$ cat src/include/fp_pkg.sv
// Functional notes
// - enabled reset press resets whole board
// - reset press drives sysreset when system controller
// - software can disable reset pushbutton
// - enabled abort press interrupts at programmed level
// - fail lamp follows board-fail line
// - status lamp lit on decoded processor halt
// - run lamp lit while transfer-in-progress low
// - system-controller lamp follows controller role
// - network lamp lit while ethernet granted
// - scsi lamp lit while scsi granted
// - backplane lamp on strobe out or backplane granted
// - fixed priority: ethernet, scsi, backplane, processor
// - local bus is 32-bit synchronous burst bus
package fp_pkg;
    // clock
    localparam int CLK_PERIOD_NS = 10;
    // pushbutton debounce: least settle time, rounded up
    localparam int DEBOUNCE_US = 10000;
    localparam int DEBOUNCE_CYCLES_DEF =
        (DEBOUNCE_US * 1000 + CLK_PERIOD_NS - 1) / CLK_PERIOD_NS;
    // board reset pulse: least width, rounded up
    localparam int RESET_PULSE_NS = 1000;
    localparam int RESET_PULSE_CYCLES =
        (RESET_PULSE_NS + CLK_PERIOD_NS - 1) / CLK_PERIOD_NS;
    localparam int RST_CNT_W = $clog2(RESET_PULSE_CYCLES + 1);
    // apb register byte offsets
    localparam int ADDR_W = 8;
    localparam logic [7:0] OFS_CTRL = 8'h00;
    localparam logic [7:0] OFS_STATUS = 8'h04;
    localparam logic [7:0] OFS_MASK = 8'h08;
    localparam logic [7:0] OFS_LAMPS = 8'h0c;
    // control register fields
    localparam int CTRL_RST_EN = 0;
    localparam int CTRL_ABORT_EN = 1;
    localparam int CTRL_LVL_LSB = 2;
    localparam int LVL_W = 3;
    localparam int CTRL_W = 5;
    localparam logic [4:0] CTRL_RESET = 5'h01;
    // status / mask fields
    localparam int EV_ABORT = 0;
    localparam int EV_RST_BLOCKED = 1;
    localparam int EV_W = 2;
    localparam logic [1:0] MASK_RESET = 2'h0;
    // lamp bits in the lamps register
    localparam int LAMP_FAIL = 0;
    localparam int LAMP_STAT = 1;
    localparam int LAMP_RUN = 2;
    localparam int LAMP_SYS_CONTROLLER_LAMP = 3;
    localparam int LAMP_LAN = 4;
    localparam int LAMP_SCSI = 5;
    localparam int LAMP_VME = 6;
    localparam int LAMP_W = 7;
    localparam int LAMP_GNT_LSB = 8;
    // local bus masters, index 0 is the highest priority
    localparam int M_ETH = 0;
    localparam int M_SCSI = 1;
    localparam int M_VME = 2;
    localparam int M_CPU = 3;
    localparam int NMASTER = 4;
    // processor status decode
    localparam int CPU_ST_W = 2;
    localparam logic [1:0] CPU_ST_HALT = 2'h3;
    // pushbutton indexes
    localparam int BTN_RESET = 0;
    localparam int BTN_ABORT = 1;
    localparam int NBTN = 2;
endpackage

$ cat src/include/debounce_if.sv
`timescale 1ns/1ps
`default_nettype none
// filtered pushbutton state handed from a debouncer to its user
interface debounce_if;
    logic pressed; // debounced level, high while held
    logic press; // one-cycle pulse on each new press
    modport filt (output pressed, output press);
    modport user (input pressed, input press);
endinterface
`default_nettype wire

$ cat src/hdl/front_panel_status_logic.sv
`timescale 1ns/1ps
`default_nettype none
module front_panel_status_logic
    import fp_pkg::*;
#(
    parameter int DEBOUNCE_CYCLES = DEBOUNCE_CYCLES_DEF
) (
    input wire logic clk, // local bus clock, 100 MHz
    input wire logic reset_n, // async board reset, active low
    // apb slave
    input wire logic psel, // slave select
    input wire logic penable, // access phase
    input wire logic pwrite, // write when high
    input wire logic [ADDR_W-1:0] paddr, // byte address
    input wire logic [31:0] pwdata, // write data
    output logic [31:0] prdata, // read data
    output logic pready, // always ready
    output logic pslverr, // unmapped address
    // front panel pushbuttons
    input wire logic reset_button_n, // raw, low while pressed
    input wire logic abort_button_n, // raw, low while pressed
    // board state
    input wire logic board_fail_line, // board failure, high active
    input wire logic [CPU_ST_W-1:0] cpu_status, // processor status
    input wire logic transfer_in_progress_n, // low during a cycle
    input wire logic sys_controller, // board is system controller
    input wire logic vme_as_out, // interface drives address strobe
    input wire logic [NMASTER-1:0] lb_req, // local bus requests
    output logic [NMASTER-1:0] lb_grant, // one-hot local bus grant, all zero when nobody requests between cycles
    // resets
    output logic board_reset_n, // resets all onboard devices
    output logic sysreset_o, // backplane reset level, always 0
    output logic sysreset_oe_n, // low while pulling sysreset
    // interrupt
    output logic irq, // level, unmasked status pending
    output logic [LVL_W-1:0] abort_irq_level, // programmed level
    // lamps
    output logic fail_lamp, // red
    output logic stat_lamp, // yellow
    output logic run_lamp, // green
    output logic sys_controller_lamp, // green
    output logic lan_lamp, // green
    output logic scsi_lamp, // green
    output logic vme_lamp // green
);

    // every flop of the block sits in this one struct; the comb block
    // works out next_st and a single clocked block stores it, so no
    // field can pick up a second writer by accident
    typedef struct packed {
        logic [1:0] fail_sync; // board-fail synchroniser
        logic [CTRL_W-1:0] ctrl; // enables and abort level
        logic [EV_W-1:0] status; // sticky events
        logic [EV_W-1:0] mask; // interrupt mask
        logic [EV_W-1:0] rd_clr; // status bits reported by a read
        logic [31:0] rdata; // read data captured at setup
        logic slverr; // unmapped access flag
        logic [NMASTER-1:0] grant; // current local bus owner
        logic [LAMP_W-1:0] lamps; // lamp drive
        logic [RST_CNT_W-1:0] rst_cnt; // reset pulse timer
        logic rst_active; // board reset being driven
        logic sysrst_drive; // backplane reset being driven
    } fp_s;

    fp_s st;
    fp_s next_st;

    // filtered pushbuttons, one debouncer per button
    // the contacts are asynchronous to clk and bounce for a long time,
    // so each one goes through its own synchroniser and settle timer;
    // the cost is a press latency of the full settle time
    debounce_if btn [NBTN] ();
    logic [NBTN-1:0] btn_pin_n;
    logic [NBTN-1:0] btn_press;

    assign btn_pin_n[BTN_RESET] = reset_button_n;
    assign btn_pin_n[BTN_ABORT] = abort_button_n;

    genvar gi;
    generate
        for (gi = 0; gi < NBTN; gi++) begin : g_btn
            button_debounce #(
                .SETTLE_CYCLES(DEBOUNCE_CYCLES)
            ) u_deb (
                .clk(clk),
                .reset_n(reset_n),
                .button_n(btn_pin_n[gi]),
                .btn(btn[gi])
            );
            assign btn_press[gi] = btn[gi].press;
        end
    endgenerate

    // fixed-priority pick: lowest index that requests wins
    // the index order is ethernet, scsi, backplane, processor, so a
    // plain first-set search gives the fixed ranking; the processor
    // only wins the bus when no dma master is asking for it
    function automatic logic [NMASTER-1:0] prio_pick(
        input logic [NMASTER-1:0] req
    );
        logic [NMASTER-1:0] g;
        logic found;
        g = '0;
        found = 1'b0;
        for (int i = 0; i < NMASTER; i++) begin
            if (req[i] && !found) begin
                g[i] = 1'b1;
                found = 1'b1;
            end
        end
        return g;
    endfunction

    // register hit test, used by both apb phases
    // kept as a function so setup, access and the hole check all
    // compare addresses the same way
    function automatic logic is_reg(
        input logic [ADDR_W-1:0] a,
        input logic [7:0] ofs
    );
        return a == ofs;
    endfunction

    // apb phase decode
    // pready is tied high, so every access ends on its first access
    // edge; read data is captured one edge earlier, at setup, which
    // keeps prdata on a flop at the price of a copy of each register
    logic setup_ph;
    logic access_ph;
    logic mapped;
    assign setup_ph = psel && !penable;
    assign access_ph = psel && penable;
    assign mapped = is_reg(paddr, OFS_CTRL) || is_reg(paddr, OFS_STATUS)
        || is_reg(paddr, OFS_MASK) || is_reg(paddr, OFS_LAMPS);

    // events raised this cycle
    // presses arrive as one-cycle pulses from the debouncers; gating
    // them with the enables here means a disabled button never gets
    // as far as the reset timer or the abort status bit
    logic ev_abort;
    logic ev_rst_take;
    logic ev_rst_blocked;
    logic [EV_W-1:0] ev;
    assign ev_abort = btn_press[BTN_ABORT] && st.ctrl[CTRL_ABORT_EN];
    assign ev_rst_take = btn_press[BTN_RESET] && st.ctrl[CTRL_RST_EN];
    // a press while disabled only leaves a note for software
    assign ev_rst_blocked = btn_press[BTN_RESET] && !st.ctrl[CTRL_RST_EN];

    // event strobes packed in status bit order
    always_comb begin
        ev = '0;
        ev[EV_ABORT] = ev_abort;
        ev[EV_RST_BLOCKED] = ev_rst_blocked;
    end

    // next-state logic
    // one comb block for all fields; every field starts from its
    // current value, so a field nobody touches simply holds
    always_comb begin
        next_st = st;

        // board-fail comes from outside, two flops before use
        next_st.fail_sync = {st.fail_sync[0], board_fail_line};

        // setup phase: capture read data and error so they come from flops
        if (setup_ph) begin
            next_st.slverr = !mapped;
            next_st.rdata = '0;
            next_st.rd_clr = '0;
            if (!pwrite) begin
                if (is_reg(paddr, OFS_CTRL)) begin
                    next_st.rdata[CTRL_W-1:0] = st.ctrl;
                end else if (is_reg(paddr, OFS_STATUS)) begin
                    next_st.rdata[EV_W-1:0] = st.status;
                    // remember what was reported, clear only that
                    next_st.rd_clr = st.status;
                end else if (is_reg(paddr, OFS_MASK)) begin
                    next_st.rdata[EV_W-1:0] = st.mask;
                end else if (is_reg(paddr, OFS_LAMPS)) begin
                    next_st.rdata[LAMP_W-1:0] = st.lamps;
                    next_st.rdata[LAMP_GNT_LSB +: NMASTER] = st.grant;
                end else begin
                    next_st.rdata = '0; // unmapped reads as zero
                end
            end
        end

        // sticky status: a new event wins over the read clear
        // rd_clr holds only the bits that the setup cycle reported, so an
        // event that lands between setup and access stays pending and is
        // seen on the next read instead of being lost
        next_st.status = st.status | ev;
        if (access_ph && !pwrite && is_reg(paddr, OFS_STATUS)) begin
            next_st.status = (st.status & ~st.rd_clr) | ev;
        end

        // writes land at the access edge only
        // a write in setup alone changes nothing; status and lamps are
        // read only, so writes to them are dropped here
        if (access_ph && pwrite) begin
            if (is_reg(paddr, OFS_CTRL)) begin
                next_st.ctrl = pwdata[CTRL_W-1:0];
            end else if (is_reg(paddr, OFS_MASK)) begin
                next_st.mask = pwdata[EV_W-1:0];
            end else begin
                next_st.mask = st.mask; // status, lamps and holes ignore it
            end
        end

        // reset pushbutton: timed board reset, backplane too if controller
        // the timer restarts on each accepted press; the backplane line
        // is only pulled when the board held the controller role at the
        // moment of the press, and is released with the board reset
        if (ev_rst_take) begin
            next_st.rst_active = 1'b1;
            next_st.sysrst_drive = sys_controller;
            next_st.rst_cnt = RST_CNT_W'(RESET_PULSE_CYCLES - 1);
        end else if (st.rst_active) begin
            if (st.rst_cnt == '0) begin
                next_st.rst_active = 1'b0;
                next_st.sysrst_drive = 1'b0;
            end else begin
                next_st.rst_cnt = st.rst_cnt - 1'b1;
            end
        end

        // local bus arbiter: re-arbitrate only between bus cycles, so
        // an owner is never pre-empted in the middle of a burst
        // limitation: a master that never ends its cycle starves the rest
        if (transfer_in_progress_n) begin
            next_st.grant = prio_pick(lb_req);
        end

        // lamp drive
        // lamps are registered so they never glitch on a combinational
        // path; the master lamps read the registered grant and so trail
        // it by one more cycle, which nobody can see on a panel
        next_st.lamps[LAMP_FAIL] = st.fail_sync[1];
        next_st.lamps[LAMP_STAT] = cpu_status == CPU_ST_HALT;
        next_st.lamps[LAMP_RUN] = !transfer_in_progress_n;
        next_st.lamps[LAMP_SYS_CONTROLLER_LAMP] = sys_controller;
        next_st.lamps[LAMP_LAN] = st.grant[M_ETH];
        next_st.lamps[LAMP_SCSI] = st.grant[M_SCSI];
        // backplane in use either as requester or as responder
        next_st.lamps[LAMP_VME] = vme_as_out || st.grant[M_VME];
    end

    // state register; everything resets to constants
    // the reset branch names each field so that the enables come up
    // at their reset values; only constants are loaded here, the
    // asynchronous reset must not depend on any other signal
    always_ff @(posedge clk or negedge reset_n) begin
        if (!reset_n) begin
            st.fail_sync <= '0;
            st.ctrl <= CTRL_RESET;
            st.status <= '0;
            st.mask <= MASK_RESET;
            st.rd_clr <= '0;
            st.rdata <= '0;
            st.slverr <= 1'b0;
            st.grant <= '0;
            st.lamps <= '0;
            st.rst_cnt <= '0;
            st.rst_active <= 1'b0;
            st.sysrst_drive <= 1'b0;
        end else begin
            st <= next_st;
        end
    end

    // apb answers in the first access cycle
    // pslverr is only shown in the access phase; outside a transfer
    // the stored flag is hidden
    assign pready = 1'b1;
    assign prdata = st.rdata;
    assign pslverr = st.slverr && access_ph;

    // local bus grant
    // the grant is a flop, so a requester sees it one edge later
    assign lb_grant = st.grant;

    // reset outputs; the backplane line is open drain, drive only low
    // the level output is tied low and only the enable moves, so the
    // shared backplane line is either pulled low or left to its
    // pull-up; the enable is low while the line is driven
    assign board_reset_n = !st.rst_active;
    assign sysreset_o = 1'b0;
    assign sysreset_oe_n = !st.sysrst_drive;

    // interrupt: level while any unmasked sticky bit is set
    // the mask gates the output only; status bits still collect
    // while masked, so software can poll them
    assign irq = |(st.status & st.mask);
    assign abort_irq_level = st.ctrl[CTRL_LVL_LSB +: LVL_W];

    // lamps straight from flops
    // one flop per lamp drives each pin directly; the lamp bits in
    // the lamps register read the very same flops
    assign fail_lamp = st.lamps[LAMP_FAIL];
    assign stat_lamp = st.lamps[LAMP_STAT];
    assign run_lamp = st.lamps[LAMP_RUN];
    assign sys_controller_lamp = st.lamps[LAMP_SYS_CONTROLLER_LAMP];
    assign lan_lamp = st.lamps[LAMP_LAN];
    assign scsi_lamp = st.lamps[LAMP_SCSI];
    assign vme_lamp = st.lamps[LAMP_VME];
endmodule
`default_nettype wire

$ cat src/hdl/button_debounce.sv
`timescale 1ns/1ps
`default_nettype none
module button_debounce
    import fp_pkg::*;
#(
    parameter int SETTLE_CYCLES = DEBOUNCE_CYCLES_DEF
) (
    input wire logic clk, // local bus clock
    input wire logic reset_n, // async reset, active low
    input wire logic button_n, // raw pin, low while pressed
    debounce_if.filt btn // filtered result
);
    localparam int CW = $clog2(SETTLE_CYCLES + 1);

    typedef struct packed {
        logic [1:0] sync; // two-stage synchroniser
        logic stable; // accepted pressed level
        logic [CW-1:0] count; // time the raw level has differed
        logic press; // new press pulse
    } deb_s;

    deb_s st;
    deb_s next_st;

    // only the second stage is looked at, never the first
    always_comb begin
        next_st = st;
        next_st.sync = {st.sync[0], ~button_n};
        next_st.press = 1'b0;
        if (st.sync[1] == st.stable) begin
            next_st.count = '0; // bounce seen, restart the wait
        end else if (st.count == CW'(SETTLE_CYCLES - 1)) begin
            // level held long enough: accept it, one event per press
            next_st.stable = st.sync[1];
            next_st.press = st.sync[1];
            next_st.count = '0;
        end else begin
            next_st.count = st.count + 1'b1;
        end
    end

    // state register
    always_ff @(posedge clk or negedge reset_n) begin
        if (!reset_n) begin
            st <= '0;
        end else begin
            st <= next_st;
        end
    end

    assign btn.pressed = st.stable;
    assign btn.press = st.press;
endmodule
`default_nettype wire

$ cat config.mk
export PLATFORM = sky130hd
export DESIGN_NAME = front_panel_status_logic
export DESIGN_NICKNAME = d
export VERILOG_FILES = /design/src/include/fp_pkg.sv /design/src/include/debounce_if.sv /design/src/hdl/front_panel_status_logic.sv /design/src/hdl/button_debounce.sv
export SDC_FILE = /design/constraint.sdc
export NUM_CORES = 1
export LEC_CHECK = 0
export BUFFER_PORTS_ARGS = -buffer_cell sky130_fd_sc_hd__buf_2
export CELL_PAD_IN_SITES_DETAIL_PLACEMENT = 0
export CELL_PAD_IN_SITES_GLOBAL_PLACEMENT = 1
export CORE_AREA = 10 10 149 110
export DETAILED_ROUTE_END_ITERATION = 16
export DIE_AREA = 0 0 159 120
export GPL_ROUTABILITY_DRIVEN = 0
export GPL_TIMING_DRIVEN = 1
export PLACE_DENSITY_LB_ADDON = 0.1
export SLEW_MARGIN = 20
export SYNTH_ARGS = -nofsm -noshare
export SYNTH_HDL_FRONTEND = slang
export SYNTH_SLANG_ARGS = --single-unit
$ cat constraint.sdc
create_clock -name clk -period 3.8 [get_ports clk]
set_input_delay 0.38 -clock clk [delete_from_list [all_inputs] [get_ports clk]]
set_output_delay 0.38 -clock clk [all_outputs]
set_load 0.01 [all_outputs]
==> impl_results.md, run 1 <==
- Most used cell, CP: or4_1
- Die height: between 100 and 150 um
- Setup Buffers After CTS: 0
- TritonCTS buffer count: 9
- Pins Over Slew Limit: 0
- CP max-delay cell: or4_1
- Avg Inst Size Synth: 10.5 um2
- Crit-path max FO: 7
- Clock buffer depth: 2
- DP HPWL: 7060 um
- Slew headroom: roughly 51%
- Clock latency on the worst-skew pair: between 0.3 and 0.4 ns
- Post-synth top cells: dfrtp_1 (92), buf_4 (41), nor2_1 (33)
- Unrepaired setup endpoints after global routing: no
- Ant diodes: 0
- Post-placement cell area: around 4800 um2
- WL/cell: about 15 um
- DP Worst Slack: between 1.5 and 2 ns
- Via/cell ratio: between 4 and 5
- Initial antenna violation count: 0
- Setup ws final: ~1.7 ns
- Synth top area cells: dfrtp_1 (51%), buf_4 (6.9%), xor2_1 (3.7%)
- CTS tree: yes
- Worst EP required: 4.07 ns
- GRT Total Usage: roughly a tenth
- Distinct cell type count after synthesis: 47
- IO Pins: 109
- Fin util: a little under two fifths
- Hold WS: ~0.067 ns
- Nets@finish: approximately 530
- Max Clock Skew: between 0.006 and 0.007 ns
- Worst-path clk slew: ~0.070 ns
- Chip Width: roughly 160 um
- Arrival time worst endpoint: about 2.4 ns
- H-Tree Depth: 3
- First-pass GRT wire length: 16800 um
- Post-DRT Antenna Nets: 0
- Final period util: 55.7%
- Maxcap violations: 0
- Post-Syn Area: 4480 um2
- Final hold viol count: 0
- Total grt overflow: 0
- Synth async-reset ratio: 100%
- Hold Crit Class: primary input to async pin
- First-pass DRT Iterations: 4
- Worst-path cell chain: ha_1, nand2_1, or4_1, or4_1, a21oi_1
- Leak pwr: between 2 and 2.5 nW
- Status: complete, no violations
- CP Class: flop to flop
- Top-count cell post-synth: dfrtp_1
- Clock sink count: 93
- Setup TNS Final: 0 ns
- Period minus WS final: 2.12 ns
- Vias in the first global route: roughly 3000
- Critical path startpoint category: flop
- Routed WL: slightly below 10000 um
- Synth area leader: dfrtp_1
- Max Fclk: 0.472 GHz
- Endpoints failing setup: 0
- Largest net degree at the start of global routing: 77
- Number of enable flip-flop cells after synthesis: 0
- I/O Buffers: 58
- Drt initial violations: ~150
- Ys flop type: dfrtp_1
- Max incr delay on CP: between 0.5 and 0.6 ns
- Share of the synthesized area in the top cell type: roughly half
- Layout cell share with drive strength beyond 1: 20.6%
- VDD IR max: between 0.2 and 0.25 mV
- Core ar.: ~14000 um2
- Yosys reg bits: 93
- Post-CTS Hold Buffers: 0
- Slew @ Worst Pin: between 0.7 and 0.8 ns
- Layout area overhead: 13.3%
- R2R depth: 5
- Sequential-to-total area share from yosys stat: about 52%
- Remaining DRCs: 0
- Clk root buf: clkbuf_16
- Synthesis Warnings: 0
- Num rows: 36
- Mapped Cells: 427
- Starting density of the core: about 33%
- Finished Cell Area: 5070 um2
- Die area: 19100 um2
- Vias after detailed routing: 3068
- PwrDens: 408 nW/um2
- CTS resizes: 0
- CP endpoint kind: flop
==> final cells by class <==
| class | count | area, um2 |
|---|---|---|
| multi-input combinational | 285 | 1820 |
| sequential | 93 | 2330 |
| clock inverter | 7 | 82.6 |
| clock buffer | 9 | 225 |
| timing repair buffer | 61 | 319 |
| tap | 190 | 238 |
| fill | 1392 | 8480 |
| inverter | 17 | 63.8 |
==> cells in the final DEF, fill, tap and decap left out, types with 11 or more instances in the layout <==
cell     netlist  final
o21ai_0       21     21
nand4_1       12     12
nand2_1       26     26
a22o_1        11     11
dfrtp_1       92     92
nand3_1       17     17
or4_1         11     11
nor2_1        33     33
conb_1         2     23
buf_2          1     57
inv_1         17     17
xor2_1        19     19
xnor2_1       11     11
a21oi_1       14     14
==> routing by layer <==
layer  global-route usage (%)  vias to the layer above  part of all wire [%]
met5                        0                        -                     0
met4                     3.12                        0                   1.1
met2                     14.5                       64                    41
li1                         -                     1527                     -
met3                     3.01                        9                   3.7
met1                     15.8                     1468                    54
==> through the flow <==
stage | cells | power [mW]
after floorplan | 448 | 1.11
after global placement | 646 | 1.15
after detailed placement | 646 | 1.15
after CTS | 662 | 2.11
after global routing | 662 | 2.17
final | 662 | 2.07
==> flip-flops by register name (all words and copies together), names as in the netlist, 2 cells and up <==
| register | count |
|---|---|
| abort_irq_level | 3 |
| g_btn.u_deb.btn.press | 2 |
| g_btn.u_deb.btn.pressed | 2 |
| g_btn.u_deb.next_st | 2 |
| g_btn.u_deb.st | 42 |
| lb_grant | 4 |
| next_st | 2 |
| prdata | 11 |
| st | 18 |
==> power by group <==
part           switching, mW  internal [mW]
clock                  0.415          0.521
sequential            0.0156           1.01
combinational         0.0734         0.0362
==> worst paths after layout <==
check / startpoint / end / slack (ns)
max: g_btn[0].u_deb.st[1]$_DFF_PN0_ / g_btn[0].u_deb.st[19]$_DFF_PN0_ / 1.68
max reg2reg: g_btn[0].u_deb.st[1]$_DFF_PN0_ / g_btn[0].u_deb.st[19]$_DFF_PN0_ / 1.68
min: reset_n / g_btn[0].u_deb.st[2]$_DFF_PN0_ / 0.07
min reg2reg: next_st[65]$_DFF_PN0_ / next_st[9]$_DFF_PN0_ / 0.35
max in group asynchronous: reset_n / abort_irq_level[0]$_DFFE_PN0P_ / 3.01
min in group clk: board_fail_line / next_st[65]$_DFF_PN0_ / 0.14
==> cells by family after synthesis <==
family	Yosys count	share of synthesized area, %
XOR/XNOR	30	5.86
AND/OR/NAND/NOR	157	19.9
adder cells (fa/ha/maj)	4	1.12
buffers and inverters	70	9.33
other	2	0.168
multiplexers	11	3.27
AO/OA/AOI/OAI	60	8.43
flip-flops	93	52.0
==> worst max-delay path, delay by kind of cell, from the launching register on <==
| family | cells | cell delay [ns] |
|---|---|---|
| fa+ha+maj | 1 | 0.30 |
| flops | 1 | 0.41 |
| compound gates | 1 | 0.14 |
| simple gates | 3 | 1.19 |
No activity file was read; power rests on OpenSTA's default activity.
==> run 2, diff against run 1 <==
==> constraint.sdc (replaced) <==
create_clock -name clk -period 2.1 [get_ports clk]
set_input_delay 0.21 -clock clk [delete_from_list [all_inputs] [get_ports clk]]
set_output_delay 0.21 -clock clk [all_outputs]
set_load 0.01 [all_outputs]
==> run 2 against run 1 <==
Compared with the run above: utilization increased by 1.4 points; clock power rose by 84%; power increased by 83%; global-route usage grew 0.14 points; sequential share of layout area shrank 1.7 points; non-clock buffer count up 22; setup slack got worse by 1.5 ns; maximum frequency increased by 11%; first-iteration DRC count fell by 9.3%; largest power group unchanged; highest routed layer unchanged.
==> impl_results.md, run 2 (synthesized netlist as in run 1, its figures left out) <==
- R2R depth: 4
- FF-to-FF Start: g_btn[0].u_deb.st[6]$_DFF_PN0_
- Die height: 120 um
- Setup TNS Final: 0 ns
- Layout area overhead: 17.6%
- Setup Buffers After CTS: 0
- CP max-delay cell: or4_4
- Max incr delay on CP: between 0.6 and 0.7 ns
- Period minus WS final: around 1.9 ns
- Worst EP required: approximately 2.4 ns
- WL/cell: between 10 and 15 um
- Hold WS: between 0.04 and 0.05 ns
- Arrival time worst endpoint: approximately 2.2 ns
- Nets@finish: 550
- Combinational share of power: slightly below 6%
- Worst-path clk slew: around 0.080 ns
- Starting density of the core: 33.0%
- PwrDens: just over 700 nW/um2
- Clk root buf: clkbuf_16
- CP Class: flop to flop
- VDD IR max: around 0.41 mV
- Finished Cell Area: about 5300 um2
- Clock sink count: a little over 90
- Reg power frac: between 40 and 50%
- Most flops, register: g_btn.u_deb.st
- R2r endpoint: g_btn[0].u_deb.st[19]$_DFF_PN0_
- Max Fclk: around 0.52 GHz
- Int Power: approximately 2.9 mW
- Clock latency on the worst-skew pair: approximately 0.34 ns
- GRT Total Usage: 10.8%
- Commonest non-fill, non-tap cell in the layout: dfrtp_1
- Switching Fraction: between 20% and 30%
- Clock buffer depth: 2
- Crit-path max FO: 7
- Drt initial violations: about 140
- Post-DRT Antenna Nets: 0
- TritonCTS buffer count: 9
- First-pass GRT wire length: between 15000 and 20000 um
- Max Clock Skew: between 0.009 and 0.01 ns
- Largest register FFs: 42
- Fin util: between 30% and 40%
- Worst-path cell chain: nand4_4, or4_4, or4_1, a21oi_1
- H-Tree Depth: 3
- I/O Buffers: 58
- CTS tree: yes
- CP endpoint: g_btn[0].u_deb.st[19]$_DFF_PN0_
- NetSw: 934 uW
- Maxcap violations: 0
- Vias in the first global route: approximately 3200
- Final period util: between 90 and 100%
- Final non-filler cell total: between 600 and 700
- Slew @ Worst Pin: approximately 0.52 ns
- Critical path startpoint category: flop
- Die area: between 15000 and 20000 um2
- Layout cell share with drive strength beyond 1: about a quarter
- First-pass DRT Iterations: 4
- Vias after detailed routing: between 3000 and 4000
- Largest net degree at the start of global routing: 37
- Remaining DRCs: 0
- Routed WL: approximately 10000 um
- Hold Path Stages: 2
- Worst setup startpoint: g_btn[0].u_deb.st[6]$_DFF_PN0_
- Status: complete, no violations
- Via/cell ratio: 4.67
- Post-placement cell area: ~5000 um2
- DP HPWL: about 7500 um
- Final hold viol count: 0
- Slew headroom: 65.2%
- CP endpoint kind: flop
- Leak pwr: approximately 2.4 nW
- Worst reg2reg setup slack: around 0.18 ns
- Placed insts: about 660
- Total grt overflow: 0
- Pins Over Slew Limit: 0
- Unrepaired setup endpoints after global routing: no
- IO Pins: between 100 and 150
- Num rows: 36
- Filler cells: between 1000 and 1500
- Endpoints failing setup: 0
- Hold Crit Class: primary input to flop
- Most frequent cells in the layout: dfrtp_1 (92), buf_2 (57), nor2_1 (33)
- Ant diodes: 0
- Initial antenna violation count: 0
- Clock share of power: 45.4%
- Chip Width: approximately 160 um
- Core ar.: around 14000 um2
[run 2: area by class of cell]
cell class	count	area, um2	share of cell area, %
sequential	93	2330	44.2
clock inverter	7	87.6	1.66
multi-input combinational	285	1820	34.6
inverter	17	63.8	1.21
timing repair buffer	83	505	9.59
tap	190	238	4.51
clock buffer	9	225	4.27
[run 2: worst min path at each step]
stage	start	to	slack (ns)
final	vme_as_out	vme_lamp$_DFF_PN0_	0.05
after global routing	vme_as_out	vme_lamp$_DFF_PN0_	0.04
after detailed placement	reset_n	g_btn[0].u_deb.st[6]$_DFF_PN0_	0.22
after floorplan	reset_n	abort_irq_level[0]$_DFFE_PN0P_	-0.09
after global placement	reset_n	g_btn[0].u_deb.st[6]$_DFF_PN0_	0.22
after CTS	vme_as_out	vme_lamp$_DFF_PN0_	0.04
[run 2: critical path, delay by kind of cell, from the launching register on]
family | cells | cell delay, ns
AO/OA/AOI/OAI | 1 | 0.17
flip-flops | 1 | 0.43
AND/OR/NAND/NOR | 3 | 1.24
[run 2: routing by layer]
layer / wire, um / vias up / share of wire [%] / global-route usage, %
met3: 375 / 7 / 3.7 / 2.94
met1: 5400 / 1557 / 53 / 15.3
met5: 0 / - / 0 / 0
li1: - / 1567 / - / -
met2: 4300 / 62 / 42 / 15.6
met4: 93 / 0 / 0.91 / 3.23
[run 2: through the flow]
step	power (mW)	setup WS (ns)
floorplan	2.01	0.197
global placement	2.10	0.108
global route	3.97	0.0320
finish	3.80	0.183
detailed placement	2.11	0.0996
CTS	3.86	0.0714
[run 2: what timing repair did]
action,in CTS,in global routing
setup endpoints to repair,0,1
hold buffers,5,0
gates resized for setup,0,1
endpoints found under the hold margin,37,0
[run 2: power by group through the flow]
stage | Combinational (mW) | Clock (mW) | Sequential, mW
floorplan | 0.128 | 0 | 1.88
global placement | 0.218 | 0 | 1.89
detailed placement | 0.220 | 0 | 1.89
CTS | 0.228 | 1.78 | 1.85
global route | 0.255 | 1.86 | 1.86
finish | 0.223 | 1.72 | 1.85
==> run 3, diff against run 2 <==
--- a/config.mk
+++ b/config.mk
@@ -8,9 +8,9 @@
 export BUFFER_PORTS_ARGS = -buffer_cell sky130_fd_sc_hd__buf_2
 export CELL_PAD_IN_SITES_DETAIL_PLACEMENT = 0
 export CELL_PAD_IN_SITES_GLOBAL_PLACEMENT = 1
-export CORE_AREA = 10 10 149 110
+export CORE_AREA = 10 10 147 108
 export DETAILED_ROUTE_END_ITERATION = 16
-export DIE_AREA = 0 0 159 120
+export DIE_AREA = 0 0 157 118
 export GPL_ROUTABILITY_DRIVEN = 0
 export GPL_TIMING_DRIVEN = 1
 export PLACE_DENSITY_LB_ADDON = 0.1
==> run 3 against run 2 <==
Compared with the run above: register-to-register slack got worse by 0.06 ns; critical path depth stayed put; critical path type unchanged; final area is 0.90% lower; power shrank 1.7%; non-clock buffer count unchanged; utilization increased by 1.3 points.
==> impl_results.md, run 3 (synthesized netlist as in run 1, its figures left out) <==
- Arrival time worst endpoint: roughly 2.2 ns
- VDD IR max: 0.482 mV
- Unrepaired setup endpoints after global routing: no
- Most used cell, CP: or4_1
- DP Worst Slack: around 0.064 ns
- GRT Total Usage: 11.1%
- Final period util: between 90% and 100%
- PwrDens: 715 nW/um2
- Initial antenna violation count: 0
- Pins Over Slew Limit: 0
- Buf/Inv on CP: 0
- Setup Buffers After CTS: 0
- Worst EP required: 2.36 ns
- Clock buffer depth: 2
- Top delay family on crit path: simple AND/OR/NAND/NOR gates
- IO Pins: 109
- Clock latency on the worst-skew pair: about 0.34 ns
- Max incr delay on CP: a little under 0.7 ns
- First-pass DRT Iterations: 4
- Hold Path Stages: 2
- Routed WL: 10000 um
- Vias after detailed routing: between 3000 and 4000
- Worst-path clk slew: ~0.070 ns
- Remaining DRCs: 0
- Filler cells: between 1000 and 1500
- R2r endpoint: g_btn[0].u_deb.st[19]$_DFF_PN0_
- CP max-delay cell: or4_1
- Post-CTS Hold Buffers: 4
- Leak pwr: 2.42 nW
- I/O Buffers: 58
- Clk root buf: clkbuf_16
- Die height: 118 um
- Period minus WS final: 1.98 ns
- Chip Width: 157 um
- Multi-input logic area: 1820 um2
- Layout area overhead: 16.6%
- Setup TNS Final: 0 ns
- Total grt overflow: 0
- TritonCTS buffer count: 9
- Worst-path cell chain: nand4_4, or4_1, or4_1, a21oi_1
- HP Start: vme_as_out
- Largest register FFs: 42
- Post-DRT Antenna Nets: 0
- Worst hold path endpoint: vme_lamp$_DFF_PN0_
- H-Tree Depth: 3
- Num rows: 35
- Hold WS: between 0.05 and 0.06 ns
- Max Fclk: between 0.5 and 0.6 GHz
- Ant diodes: 0
- Setup ws final: approximately 0.12 ns
- Nets@finish: between 500 and 600
- R2R depth: 4
- CP Class: flop to flop
- Die area: roughly 19000 um2
- Reg area: between 2000 and 2500 um2
- Clock sink count: 93
- Crit-path max FO: 7
- Core ar.: between 10000 and 15000 um2
- Max Clock Skew: just over 0.007 ns
- Drt initial violations: ~180
- FF-to-FF Start: g_btn[0].u_deb.st[5]$_DFF_PN0_
- Status: complete, no violations
- Hold Crit Class: primary input to flop
- First-pass GRT wire length: ~17000 um
- Worst reg2reg setup slack: roughly 0.12 ns
- Fin util: between 40 and 50%
- Largest net degree at the start of global routing: 47
- CTS resizes: 0
- DP HPWL: between 7000 and 8000 um
- Most frequent cells in the layout: dfrtp_1 (92), buf_2 (57), nor2_1 (33)
- Layout cell share with drive strength beyond 1: roughly 23%
- CTS tree: yes
- Critical path startpoint category: flop
- Most flops, register: g_btn.u_deb.st
- Crit path depth: 4
- Maxcap violations: 0
- Starting density of the core: about a third
- Via/cell ratio: around 4.8
- Endpoints failing setup: 0
- WL/cell: roughly 15 um
- Final hold viol count: 0
- Commonest non-fill, non-tap cell in the layout: dfrtp_1
- CP endpoint kind: flop
- Vias in the first global route: about 3200
[run 3: area by class of cell]
class / count / area share [%]
Tap cell: 166 / 3.98
Inverter: 17 / 1.22
Timing Repair Buffer: 83 / 9.68
Sequential cell: 93 / 44.6
Clock inverter: 6 / 1.34
Clock buffer: 10 / 4.38
Multi-Input combinational cell: 285 / 34.8
[run 3: power breakdown]
| group | internal (mW) | switching, mW | leakage (nW) | total [mW] |
|---|---|---|---|---|
| registers | 1.82 | 0.0257 | 1.25 | 1.85 |
| logic | 0.0849 | 0.138 | 1.03 | 0.223 |
| clock network | 0.933 | 0.726 | 0.136 | 1.66 |
| total | 2.84 | 0.890 | 2.42 | 3.73 |
[run 3: metal layers]
layer	GRT usage, %	wire length, um
met2	15.4	4170
met5	0	0
met3	3.29	499
met4	2.88	123
met1	16.1	5250
[run 3: through the flow]
stage | instances | cell area [um2] | power (mW)
global route | 660 | 5220 | 3.89
global placement | 639 | 4870 | 2.10
floorplan | 448 | 4560 | 2.01
finish | 660 | 5220 | 3.73
detailed placement | 639 | 4870 | 2.10
CTS | 659 | 5210 | 3.79
[run 3: worst max path at each step]
stage	startpoint	to	slack (ns)
finish	g_btn[0].u_deb.st[5]$_DFF_PN0_	g_btn[0].u_deb.st[19]$_DFF_PN0_	0.12
global route	g_btn[0].u_deb.st[10]$_DFF_PN0_	g_btn[0].u_deb.st[19]$_DFF_PN0_	0.007
CTS	g_btn[0].u_deb.st[5]$_DFF_PN0_	g_btn[0].u_deb.st[19]$_DFF_PN0_	0.11
detailed placement	paddr[5]	prdata[10]$_DFFE_PN0P_	0.06
global placement	paddr[5]	prdata[10]$_DFFE_PN0P_	0.07
floorplan	g_btn[0].u_deb.st[3]$_DFF_PN0_	g_btn[0].u_deb.st[19]$_DFF_PN0_	0.20
